`config.mk`:
```
export PLATFORM = sky130hd
export DESIGN_NAME = uart_sleep_baud
export DESIGN_NICKNAME = d
export VERILOG_FILES = /design/src/core/uart_sleep_baud_pkg.sv /design/src/core/uart_sleep_baud.sv
export SDC_FILE = /design/constraint.sdc
export NUM_CORES = 1
export LEC_CHECK = 0
export ABC_AREA = 1
export BUFFER_PORTS_ARGS = -buffer_cell sky130_fd_sc_hd__clkbuf_2
export CAP_MARGIN = 30
export CORE_UTILIZATION = 50
export CTS_CLUSTER_SIZE = 28
export DETAILED_ROUTE_END_ITERATION = 10
export HOLD_SLACK_MARGIN = 0.03
export PLACE_DENSITY_LB_ADDON = 0.08
export SYNTH_ARGS = -nofsm -noshare
export SYNTH_HDL_FRONTEND = slang
export SYNTH_SLANG_ARGS = --single-unit
```
`constraint.sdc`:
```
create_clock -name clk_sys -period 3.05 [get_ports clk_sys]
set_clock_uncertainty 0.2 [all_clocks]
set_input_delay 0.305 -clock clk_sys [delete_from_list [all_inputs] [get_ports clk_sys]]
set_output_delay 0.305 -clock clk_sys [all_outputs]
set_load 0.005 [all_outputs]
```
`src/core/uart_sleep_baud_pkg.sv`:
```
// Purpose: Constants for the sleep, time-out, break and baud block
// Assumes: 8-bit register port with a 4-bit register index
// Notes: Divisor bytes have no reset value
package uart_sleep_baud_pkg;
  // ---------------------------------------------------------------
  // Register indexes
  // ---------------------------------------------------------------
  localparam logic [3:0] OFS_DIV_LOW = 4'h0;
  localparam logic [3:0] OFS_DIV_HIGH = 4'h1;
  localparam logic [3:0] OFS_IRQ_EN = 4'h2;
  localparam logic [3:0] OFS_LINE_CTRL = 4'h3;
  localparam logic [3:0] OFS_MODEM_CTRL = 4'h4;
  localparam logic [3:0] OFS_ENH_FEAT = 4'h5;
  localparam logic [3:0] OFS_SMP_ADJ = 4'h6;
  localparam logic [3:0] OFS_CLK_NUM = 4'h7;
  localparam logic [3:0] OFS_STATUS = 4'h8;
  // ---------------------------------------------------------------
  // Field positions
  // ---------------------------------------------------------------
  localparam int ENH_FUNC_BIT = 4;
  localparam int SLEEP_EN_BIT = 4;
  localparam int STOP_BITS_BIT = 2;
  localparam int PARITY_EN_BIT = 3;
  localparam int SEND_BREAK_BIT = 6;
  localparam int PRESC_SEL_BIT = 7;
  // ---------------------------------------------------------------
  // Reset values and counts
  // ---------------------------------------------------------------
  localparam logic [7:0] LINE_CTRL_RST = 8'h1d;
  localparam logic [7:0] CTRL_RST = 8'h00;
  localparam logic [3:0] FIELD_RST = 4'h0;
  localparam logic [5:0] SAMPLE_BASE = 6'h10;
  localparam logic [1:0] PRESC_DIV4_LAST = 2'h3;
  localparam logic [4:0] START_BITS = 5'h1;
  localparam logic [4:0] MIN_WORD_BITS = 5'h5;
endpackage

```
`src/core/uart_sleep_baud.sv`:
```
// Purpose: Sleep control, receive time-out, break and baud generator
// Assumes: Datapath status inputs come from logic on clk_sys
// Notes: Divisor bytes keep their value through both resets
//
// Summary of operation
// - Sleep allowed only with enhanced-functions and sleep-enable bits set.
// - Sleep needs idle rx line, empty transmitter, no other interrupts.
// - Never enter sleep while the receive FIFO holds data.
// - While asleep the UART clock is gated and state holds.
// - Wake on receive edge, modem input change or transmit FIFO write.
// - Time-out after four character times below the receive trigger.
// - Time-out count restarts at stop-bit middle or receive FIFO read.
// - Break when receive line stays low beyond one full frame.
// - Send-break bit holds the transmit line low until cleared.
// - Baud divider uses a 16-bit divisor from 1 to 65535.
// - Prescaler divides by 1 or 4 by modem control bit 7.
// - Prescaler is divide-by-1 after reset.
// - Divisor is high byte over low byte; rate formula as given.
// - Sample rate is 16 minus adjust plus numerator.
// - Zero divisor produces no baud clock at all.
// - One baud output clocks both transmitter and receiver.
// - Resets leave the divisor bytes unchanged.
`timescale 1ns/100ps
module uart_sleep_baud
  import uart_sleep_baud_pkg::*;
(
  input wire logic clk_sys, // System clock, 20 MHz
  input wire logic rst, // Async reset, active high
  input wire logic soft_rst, // Software reset pulse
  input wire logic reg_wr, // Register write strobe
  input wire logic reg_rd, // Register read strobe
  input wire logic [3:0] reg_addr, // Register index
  input wire logic [7:0] reg_wdata, // Write data
  output logic [7:0] reg_rdata, // Read data, one cycle later
  input wire logic rx_in, // Receive pin
  input wire logic [3:0] modem_in, // Modem input pins
  input wire logic rx_busy, // Receiver inside a frame
  input wire logic rx_fifo_empty, // Receive FIFO empty
  input wire logic rx_below_trigger, // Receive FIFO under trigger
  input wire logic rx_fifo_read, // Host read of receive FIFO
  input wire logic rx_stop_mid, // Middle of received stop bit
  input wire logic tx_fifo_empty, // Transmit FIFO empty
  input wire logic tx_shift_empty, // Transmit shifter empty
  input wire logic tx_fifo_write, // Host write to transmit FIFO
  input wire logic irq_other, // Pending non-transmit interrupt
  input wire logic tx_data_in, // Serial data from transmitter
  output logic tx_out, // Transmit pin
  output logic asleep, // Sleep state
  output logic uart_clk_en, // Enable for UART clock gate
  output logic sample_tick, // Oversampling tick, tx and rx
  output logic bit_tick, // One pulse per bit time
  output logic rx_timeout, // Receive time-out flag
  output logic break_det // Line break detected
);

  typedef struct packed {
    logic [7:0] line_control;
    logic [7:0] modem_control;
    logic [7:0] irq_enable_ctrl;
    logic [7:0] enhanced_feature_ctrl;
    logic [3:0] sample_count_adjust;
    logic [3:0] clock_prescale_numerator;
    logic rx_s1;
    logic rx_s2;
    logic rx_s3;
    logic [3:0] md_s1;
    logic [3:0] md_s2;
    logic [3:0] md_s3;
    logic asleep;
    logic clk_on;
    logic [1:0] pre_cnt;
    logic [15:0] div_cnt;
    logic [5:0] smp_cnt;
    logic smp_tick;
    logic bit_tick;
    logic [6:0] to_cnt;
    logic to_flag;
    logic [4:0] brk_cnt;
    logic brk_flag;
    logic tx_line;
    logic [7:0] rdata;
  } state_t;

  localparam state_t STATE_RST = '{
    line_control: LINE_CTRL_RST,
    modem_control: CTRL_RST,
    irq_enable_ctrl: CTRL_RST,
    enhanced_feature_ctrl: CTRL_RST,
    sample_count_adjust: FIELD_RST,
    clock_prescale_numerator: FIELD_RST,
    rx_s1: 1'b1, rx_s2: 1'b1, rx_s3: 1'b1,
    md_s1: 4'h0, md_s2: 4'h0, md_s3: 4'h0,
    clk_on: 1'b1, tx_line: 1'b1,
    default: '0
  };

  state_t st;
  state_t next_st;
  logic [7:0] baud_divisor_low;
  logic [7:0] baud_divisor_high;
  logic [15:0] divisor;
  logic [5:0] srate_last;
  logic [4:0] char_bits;
  logic [6:0] to_limit;
  logic sleep_ok;
  logic wake;
  logic enter;
  logic to_restart;
  logic to_set;
  logic pre_done;

  // ---------------------------------------------------------------
  // Divisor bytes, no reset
  // ---------------------------------------------------------------
  // divisor survives resets
  always_ff @(posedge clk_sys) begin
    if (reg_wr && reg_addr == OFS_DIV_LOW) begin
      baud_divisor_low <= reg_wdata;
    end
    if (reg_wr && reg_addr == OFS_DIV_HIGH) begin
      baud_divisor_high <= reg_wdata;
    end
  end

  // ---------------------------------------------------------------
  // Derived values
  // ---------------------------------------------------------------
  // divisor concatenation
  assign divisor = {baud_divisor_high, baud_divisor_low};
  always_comb begin
    srate_last = 6'(SAMPLE_BASE - 6'(st.sample_count_adjust)
                 + 6'(st.clock_prescale_numerator));
    if (srate_last != 6'h0) begin
      srate_last = srate_last - 6'h1;
    end
  end
  assign char_bits = START_BITS + MIN_WORD_BITS
                     + 5'(st.line_control[1:0])
                     + 5'(st.line_control[PARITY_EN_BIT])
                     + (st.line_control[STOP_BITS_BIT] ? 5'h2 : 5'h1);
  assign to_limit = {char_bits, 2'b00};
  assign sleep_ok = st.enhanced_feature_ctrl[ENH_FUNC_BIT]
                    && st.irq_enable_ctrl[SLEEP_EN_BIT];
  assign wake = (st.rx_s2 ^ st.rx_s3) || (st.md_s2 != st.md_s3)
                || tx_fifo_write;
  assign enter = sleep_ok && st.rx_s2 && !rx_busy && tx_fifo_empty
                 && tx_shift_empty && !irq_other && !st.to_flag
                 && rx_fifo_empty;
  assign pre_done = !st.modem_control[PRESC_SEL_BIT]
                    || st.pre_cnt == PRESC_DIV4_LAST;
  assign to_restart = rx_stop_mid || rx_fifo_read;
  assign to_set = st.bit_tick && !rx_fifo_empty && rx_below_trigger
                  && st.to_cnt == to_limit - 7'h1;

  // ---------------------------------------------------------------
  // Next state
  // ---------------------------------------------------------------
  always_comb begin
    next_st = st;
    // Pin synchronisers
    next_st.rx_s1 = rx_in;
    next_st.rx_s2 = st.rx_s1;
    next_st.rx_s3 = st.rx_s2;
    next_st.md_s1 = modem_in;
    next_st.md_s2 = st.md_s1;
    next_st.md_s3 = st.md_s2;
    next_st.smp_tick = 1'b0;
    next_st.bit_tick = 1'b0;
    // Register writes and reads
    if (reg_wr) begin
      unique case (reg_addr)
        OFS_IRQ_EN: next_st.irq_enable_ctrl = reg_wdata;
        OFS_LINE_CTRL: next_st.line_control = reg_wdata;
        OFS_MODEM_CTRL: next_st.modem_control = reg_wdata;
        OFS_ENH_FEAT: next_st.enhanced_feature_ctrl = reg_wdata;
        OFS_SMP_ADJ: next_st.sample_count_adjust = reg_wdata[3:0];
        OFS_CLK_NUM: next_st.clock_prescale_numerator = reg_wdata[3:0];
        default: ;
      endcase
    end
    if (reg_rd) begin
      unique case (reg_addr)
        OFS_DIV_LOW: next_st.rdata = baud_divisor_low;
        OFS_DIV_HIGH: next_st.rdata = baud_divisor_high;
        OFS_IRQ_EN: next_st.rdata = st.irq_enable_ctrl;
        OFS_LINE_CTRL: next_st.rdata = st.line_control;
        OFS_MODEM_CTRL: next_st.rdata = st.modem_control;
        OFS_ENH_FEAT: next_st.rdata = st.enhanced_feature_ctrl;
        OFS_SMP_ADJ: next_st.rdata = {4'h0, st.sample_count_adjust};
        OFS_CLK_NUM: next_st.rdata = {4'h0, st.clock_prescale_numerator};
        OFS_STATUS: next_st.rdata = {4'h0, st.brk_flag, st.to_flag,
                                     !st.clk_on, st.asleep};
        default: next_st.rdata = 8'h00;
      endcase
    end
    if (soft_rst) begin
      next_st.line_control = LINE_CTRL_RST;
      next_st.modem_control = CTRL_RST;
      next_st.irq_enable_ctrl = CTRL_RST;
      next_st.enhanced_feature_ctrl = CTRL_RST;
      next_st.sample_count_adjust = FIELD_RST;
      next_st.clock_prescale_numerator = FIELD_RST;
    end
    if (st.asleep) begin
      if (wake || !sleep_ok) begin
        next_st.asleep = 1'b0;
      end
    end else if (enter && !wake) begin
      next_st.asleep = 1'b1;
    end
    next_st.clk_on = !next_st.asleep;
    if (!st.asleep && divisor != 16'h0) begin
      next_st.pre_cnt = pre_done ? 2'h0 : st.pre_cnt + 2'h1;
      if (pre_done) begin
        if (st.div_cnt >= divisor - 16'h1) begin
          next_st.div_cnt = 16'h0;
          next_st.smp_tick = 1'b1;
          if (st.smp_cnt >= srate_last) begin
            next_st.smp_cnt = 6'h0;
            next_st.bit_tick = 1'b1;
          end else begin
            next_st.smp_cnt = st.smp_cnt + 6'h1;
          end
        end else begin
          next_st.div_cnt = st.div_cnt + 16'h1;
        end
      end
    end
    if (to_restart || rx_fifo_empty || !rx_below_trigger) begin
      next_st.to_cnt = 7'h0;
    end else if (st.bit_tick && st.to_cnt < to_limit) begin
      next_st.to_cnt = st.to_cnt + 7'h1;
    end
    next_st.to_flag = to_set || (st.to_flag && !to_restart);
    if (st.rx_s2) begin
      next_st.brk_cnt = 5'h0;
      next_st.brk_flag = 1'b0;
    end else if (st.bit_tick && st.brk_cnt <= char_bits) begin
      next_st.brk_cnt = st.brk_cnt + 5'h1;
    end
    if (!st.rx_s2 && st.brk_cnt > char_bits) begin
      next_st.brk_flag = 1'b1;
    end
    next_st.tx_line = !st.line_control[SEND_BREAK_BIT] && tx_data_in;
  end

  // ---------------------------------------------------------------
  // State register
  // ---------------------------------------------------------------
  always_ff @(posedge clk_sys or posedge rst) begin
    if (rst) begin
      st <= STATE_RST;
    end else begin
      st <= next_st;
    end
  end

  // Outputs from flops
  assign reg_rdata = st.rdata;
  assign tx_out = st.tx_line;
  assign asleep = st.asleep;
  assign uart_clk_en = st.clk_on;
  assign sample_tick = st.smp_tick;
  assign bit_tick = st.bit_tick;
  assign rx_timeout = st.to_flag;
  assign break_det = st.brk_flag;
endmodule

```
==> results of run 1 <==
==> sequential cells by signal (all words and copies together) (netlist names) <==
name               flops
next_st               10
reg_rdata              8
asleep                 1
tx_out                 1
bit_tick               1
st                    81
break_det              1
baud_divisor_low       8
baud_divisor_high      8
rx_timeout             1
sample_tick            1
uart_clk_en            1
==> logic make-up (layout without fill, tap and decap cells) <==
kind of cell	Yosys count	count (layout)
adders and majority gates	47	47
buffers and inverters	159	260
and+or+nand+nor	418	418
muxes	10	10
AOI/OAI and AO/OA	102	102
DFF	122	122
xor gates and xnor gates	42	42
==> placed cells by master, fill, tap and decap left out, drive strengths merged <==
cell         count
a21oi           25
a221oi           1
a31oi            1
a41oi            1
buf             26
clkbuf          63
clkinv          10
clkinvlp         2
dfrtp           97
dfstp            9
dlygate4sd3     19
edfxtp          16
fa               2
ha              45
inv            140
mux2            10
nand2          245
nand3           49
nand4           26
nor2            85
nor3             9
nor4             1
o21a             2
o21ai           56
o21bai           2
o22ai           14
or2              3
xnor2           11
xor2            31
==> routing by layer <==
metal / track usage, % / vias up / wire length (µm)
met1: 31.9 / 2939 / 7900
met3: 4.28 / 16 / 784
li1: - / 3076 / -
met2: 41.5 / 127 / 8540
met4: 8.61 / 0 / 201
met5: 0 / - / 0
==> critical path, cell delays in order, from the launching register on <==
cell and delay (ns):
dfrtp_1 0.41, ha_4 0.17, inv_2 0.06, fa_2 0.44
inv_2 0.08, ha_4 0.13, inv_2 0.04, nor2_4 0.08
nand3_2 0.12, buf_6 0.16, o21ai_4 0.11, ha_1 0.24
o21ai_1 0.08, nand2_1 0.08, nand2_2 0.09, nand3_4 0.12
nor2_2 0.13, nand3_1 0.07, nand2_1 0.07
==> area by class of cell <==
type,count,share of cell area (%)
multi-input combinational,619,42.0
sequential,122,35.9
timing repair buffer,91,7.40
inverter,137,5.94
clock buffer,17,4.85
tap,180,2.57
clock inverter,15,1.37
==> where the power goes <==
group / switching, mW / total, mW / internal, mW / leakage [nW]
Combinational: 0.542 / 0.942 / 0.400 / 2.68
Clock: 0.798 / 1.85 / 1.05 / 0.271
Sequential: 0.0972 / 1.86 / 1.77 / 1.52
==> what timing repair did <==
action | in CTS | in global routing
setup buffers | 2 | 7
endpoints found under the setup margin | 7 | 29
pin swaps | 14 | 21
hold buffers | 19 | 0
endpoints found under the hold margin | 59 | 0
gates resized for setup | 13 | 33
==> how the worst max path moves through the flow <==
| stage | slack, ns | startpoint | end | cells after the start |
|---|---|---|---|---|
| 2_1_floorplan | 0.02 | st[66]$_DFFE_PP0P_ | st[30]$_DFFE_PP0P_ | 18 |
| 3_3_place_gp | -0.005 | st[66]$_DFFE_PP0P_ | st[30]$_DFFE_PP0P_ | 18 |
| 3_5_place_dp | -0.16 | st[66]$_DFFE_PP0P_ | st[30]$_DFFE_PP0P_ | 19 |
| 4_1_cts | 0.005 | st[66]$_DFFE_PP0P_ | st[25]$_DFFE_PP0P_ | 19 |
| 5_1_grt | -0.06 | st[70]$_DFFE_PP0P_ | st[29]$_DFFE_PP0P_ | 17 |
| 6_report | 0.13 | st[70]$_DFFE_PP0P_ | st[29]$_DFFE_PP0P_ | 18 |
==> qor.txt, run 1 <==
Primary FF master, synth: dfrtp_1
Cells after DPL: 1,121
Final Max Slew Viols: 0
CTS tree: yes
Kind of critical path: reg2reg
FF+latch area: 3140 µm²
Area of the multi-input gates: 3680 µm²
Synth Warn #: 0
Synth Area in Compound Gates: 8.04%
Register area share after synthesis: 43.1%
Clock buffer count from CTS: 17
Final instance area: 8760 µm²
Final Critical Period: 2.92 ns
Initial Util: 52.0%
Share of layout cells above drive strength 1: 18.5%
Worst VDD drop: 0.408 mV
EDFF count, synth: 16
Placed instance area: 7770 µm²
Final #Nets: 1,067
DR pass1 iterations: 7
Vias: 6,158
Reg2reg end: st[29]$_DFFE_PP0P_
Core Util, Final: 62.4%
CP max FO: 7
# fillers: 1,199
Wire length per cell: 14.8 µm
Total Power: 4.66 mW
Worst Tran Pin Value: 0.735 ns
Xor and xnor area share after synthesis: 5.04%
Die Footprint: 15,100 µm²
R2r setup slk: 0.13 ns
Post-synthesis cell area: 7300 µm²
Max-cap violations: 0
Ys async rst share: 86.9%
Antenna cells: 0
Post-Synth Adder-Cell Area: 8.27%
Setup crit start kind: flop
DRC viols: 0
Outcome: finished clean
Highest clock rate: 342 MHz
Drt via density: 5.21
CP Capture Type: flop
Chip width: 123 µm
#FFs+latches synth: 122
Hold wc startpoint: irq_other
Largest cells by area after synthesis: dfrtp_1, nand2_1, ha_1
Core region area: 14,000 µm²
Clock Path Buffers: 2
RSZ-0062 raised after global routing: true
Worst-Skew Late Latency: 0.42 ns
Pre-CTS setup slack: -0.160 ns
CP arrival: 3.08 ns
ANT nets after route: 0
Reg2Reg Depth: 18
Worst reg2reg path startpoint: st[70]$_DFFE_PP0P_
Grt ovf: 0
Root Buffer: clkbuf_16
Synth cell count leaders: nand2_1, inv_1, dfrtp_1, nor2_1, nand3_1
Total GRT Usage: 24.7%
Pwr per Cell Area: 531 nW/µm²
Lkg Pwr: 4.47 nW
Hold-critical path depth: 4
Post-synth top area cell: dfrtp_1
Rows: 43
Area grow syn2layout: 20.1%
Final Cycle Share: 95.8%
Top cell type's share of synthesized area: 33.3%
Total nets after synthesis: 979
Final setup fails: 0
# IOs: 47
Setup slack after layout: 0.128 ns
Vias in the first global route: 6,023
Antenna violations before repair: 0
Initial DRC Count: 561
Most frequent cell after synthesis: nand2_1
Non-Filler Instances: 1,181
Simple-gate share of the synthesized area: 24.7%
CTS H-tree depth: 4
Setup TNS: 0 ns
Worst Path Required: 3.21 ns
End of the worst hold path: asleep$_DFF_PP0_
Syn Inst Count: 900
Port-buffer cells: 46
Hold Fails Final Rpt: 0
Routability cong.: 0.856
Slew margin rel.: 50.8%
Average size of a mapped cell: 8.11 µm²
Largest net degree at the start of global routing: 49
CTS sink cnt: 122
Hold WC Path Type: in2reg
Mux contribution to synthesized area: 1.85%
Routed wire length: 17,400 µm
CTS clock-pin slew for the worst setup and hold paths: 0.06 ns
DP HPWL: 12,600 µm
Chip Height: 123 µm
Largest family of logic cells by synthesized area: simple AND/OR/NAND/NOR gates
Min Hold Slack: 0.0702 ns
First-pass GRT wire length: 28,500 µm
Synth cell types: 44
Power figures use the tool's default switching activity.
==> run 2: changes to the inputs <==
==> constraint.sdc (replaced) <==
create_clock -name clk_sys -period 3.05 [get_ports clk_sys]
set_clock_uncertainty 0.2 [all_clocks]
set_input_delay 0.61 -clock clk_sys [delete_from_list [all_inputs] [get_ports clk_sys]]
set_output_delay 0.61 -clock clk_sys [all_outputs]
set_load 0.005 [all_outputs]
==> run 2 against run 1 <==
Compared with the run above:
- clock-buffer cell count increased by 2
- setup slack got worse by 0.13 ns
- non-clock buffer count decreased by 21
- register-to-register slack got worse by 0.13 ns
- hold slack got worse by 0.0074 ns
- wire length decreased by 2.5%
- design area decreased by 1.8%
- critical path depth increased by 1
- first-iteration DRC count decreased by 11%
- sequential share of layout area increased by 0.64 points
- maximum frequency decreased by 4.2%
- critical path type unchanged
- critical endpoint is now st[26]$_DFFE_PP0P_
- largest cell class unchanged
==> qor.txt, run 2 (synthesis gave the netlist of run 1 again) <==
Outcome: finished clean
Grt ovf: 0
Clock share of power: 41.7%
CP top delay family: adder cells
CP bufs+invs: 5
Chip Height: 123 µm
DR pass1 iterations: 5
ANT nets after route: 0
Hold Fails Final Rpt: 0
Area grow syn2layout: 18.0%
CTS clock-pin slew for the worst setup and hold paths: 0.06 ns
Slew margin rel.: 53.6%
DRC viols: 0
Antenna violations before repair: 0
Worst Path Required: 3.22 ns
Antenna cells: 0
Top cell by count, worst path: inv_2
Clock Path Buffers: 2
Most common cell after layout, fill and taps aside: nand2_1
Drt via density: 5.27
Most flops, register: st
CP max FO: 7
Kind of critical path: reg2reg
Final Max Slew Viols: 0
Crit-path cells: inv_2 -> ha_4 -> inv_2 -> fa_2 -> inv_2 -> ha_4 -> inv_2 -> nor2_4 -> buf_6 -> nand2_1 -> nand2_1 -> ha_1 -> nand2_2 -> a21oi_2 -> nor2_2 -> nand3_4 -> nor2_2 -> nand3_1 -> nand2_1
CP arrival: 3.21 ns
Initial Util: 52.0%
Worst stage delay on the critical path: 0.57 ns
Pwr per Cell Area: 551 nW/µm²
Routability cong.: 0.873
Root Buffer: clkbuf_16
Die Footprint: 15,100 µm²
Clock buffer count from CTS: 17
Share of layout cells above drive strength 1: 19.0%
Core region area: 14,000 µm²
Vias in the first global route: 5,835
Max-cap violations: 0
Final setup fails: 0
Switching pwr: 1.42 mW
Wire length per cell: 14.7 µm
Chip width: 123 µm
Core Util, Final: 61.3%
Worst-Skew Late Latency: 0.43 ns
Highest clock rate: 328 MHz
Final Critical Period: 3.05 ns
Total Power: 4.75 mW
Initial DRC Count: 502
Largest net degree at the start of global routing: 39
Routed wire length: 17,000 µm
Sw Share: 30.0%
First-pass GRT wire length: 28,000 µm
Max reg flops: 81
Port-buffer cells: 46
CP Capture Type: flop
Final #Nets: 1,046
# IOs: 47
Slowest-stage cell, CP: fa_2
Commonest non-fill, non-tap cells in the layout: nand2_1, inv_1, dfrtp_1
Total GRT Usage: 24.5%
# fillers: 1,217
Power Internal: 3.32 mW
DP HPWL: 12,500 µm
RSZ-0062 raised after global routing: true
Worst Tran Pin Value: 0.694 ns
CTS tree: yes
CTS H-tree depth: 4
Sequential Power Share: 39.3%
Vias: 6,117
Setup crit start kind: flop
Hold WC Path Type: in2reg
Worst VDD drop: 0.418 mV
Rows: 43
Lkg Pwr: 4.41 nW
Final Cycle Share: 100%
CTS sink cnt: 122
Logic pwr share: 19.0%
==> run 2: worst register-to-register path, stage by stage (launching register included) <==
cell     delay [ns]
dfrtp_1        0.37
inv_2          0.08
ha_4           0.13
inv_2          0.04
fa_2           0.57
inv_2          0.05
ha_4           0.15
inv_2          0.06
nor2_4         0.04
buf_6          0.12
nand2_1        0.06
nand2_1        0.06
ha_1           0.31
nand2_2        0.10
a21oi_2        0.04
nor2_2         0.13
nand3_4        0.16
nor2_2         0.15
nand3_1        0.10
nand2_1        0.09
==> run 2: power groups by stage <==
stage	Sequential (mW)	Combinational [mW]	Clock, mW
global route	1.88	1.03	2.09
floorplan	1.86	0.597	0
finish	1.87	0.903	1.98
CTS	1.86	0.825	2.00
global placement	1.89	0.760	0
detailed placement	1.89	0.800	0
==> run 2: final cells by class <==
type	instances	area (µm²)	share of cell area, %
inverter	137	520	6.05
timing repair buffer	70	449	5.22
multi-input combinational	619	3690	42.9
tap	180	225	2.62
sequential	122	3140	36.5
clock buffer	19	453	5.26
clock inverter	13	128	1.48
==> run 2: repair_timing <==
item,CTS,global route
buffers inserted,1,4
setup endpoints to repair,6,29
pin swaps,13,21
hold buffers,1,0
resized for setup,13,38
endpoints found under the hold margin,12,0
==> run 2: path summary, 6_finish.rpt <==
kind	from	end	slack (ns)	depth (start not counted)
max in group asynchronous	rst	st[102]$_DFFE_PP1P_	1.42	4
hold / removal	rx_in	next_st[64]$_DFF_PP1_	0.06	1
hold reg to reg	next_st[55]$_DFF_PP0_	next_st[51]$_DFF_PP0_	0.15	0
setup / recovery	st[66]$_DFFE_PP0P_	st[26]$_DFFE_PP0P_	0.001	19
min in group asynchronous	rst	st[17]$_DFFE_PP0P_	0.53	3
setup reg to reg	st[66]$_DFFE_PP0P_	st[26]$_DFFE_PP0P_	0.001	19
==> run 2: metal layers <==
| metal | routed length (µm) | share of wire [%] | up-vias | track usage (%) |
|---|---|---|---|---|
| met5 | 0 | 0 | - | 0 |
| met4 | 310 | 1.8 | 0 | 8.54 |
| met3 | 710 | 4.2 | 30 | 6.27 |
| met2 | 8110 | 48 | 126 | 38.9 |
| met1 | 7870 | 46 | 2933 | 32.2 |
| li1 | - | - | 3028 | - |
==> run 2: metrics by stage <==
step / setup TNS (ns) / setup WS (ns) / instances / hold WS, ns / cell area, µm²
5_1_grt: -0.427 / -0.147 / 1160 / 0.0438 / 8610
6_report: 0 / 0.00113 / 1160 / 0.0627 / 8610
4_1_cts: 0 / 0.00522 / 1156 / 0.0525 / 8420
2_1_floorplan: 0 / 0.0197 / 900 / 0.131 / 7300
3_3_place_gp: -0.0871 / -0.0206 / 1122 / 0.134 / 7780
3_5_place_dp: -0.537 / -0.126 / 1122 / 0.139 / 7780
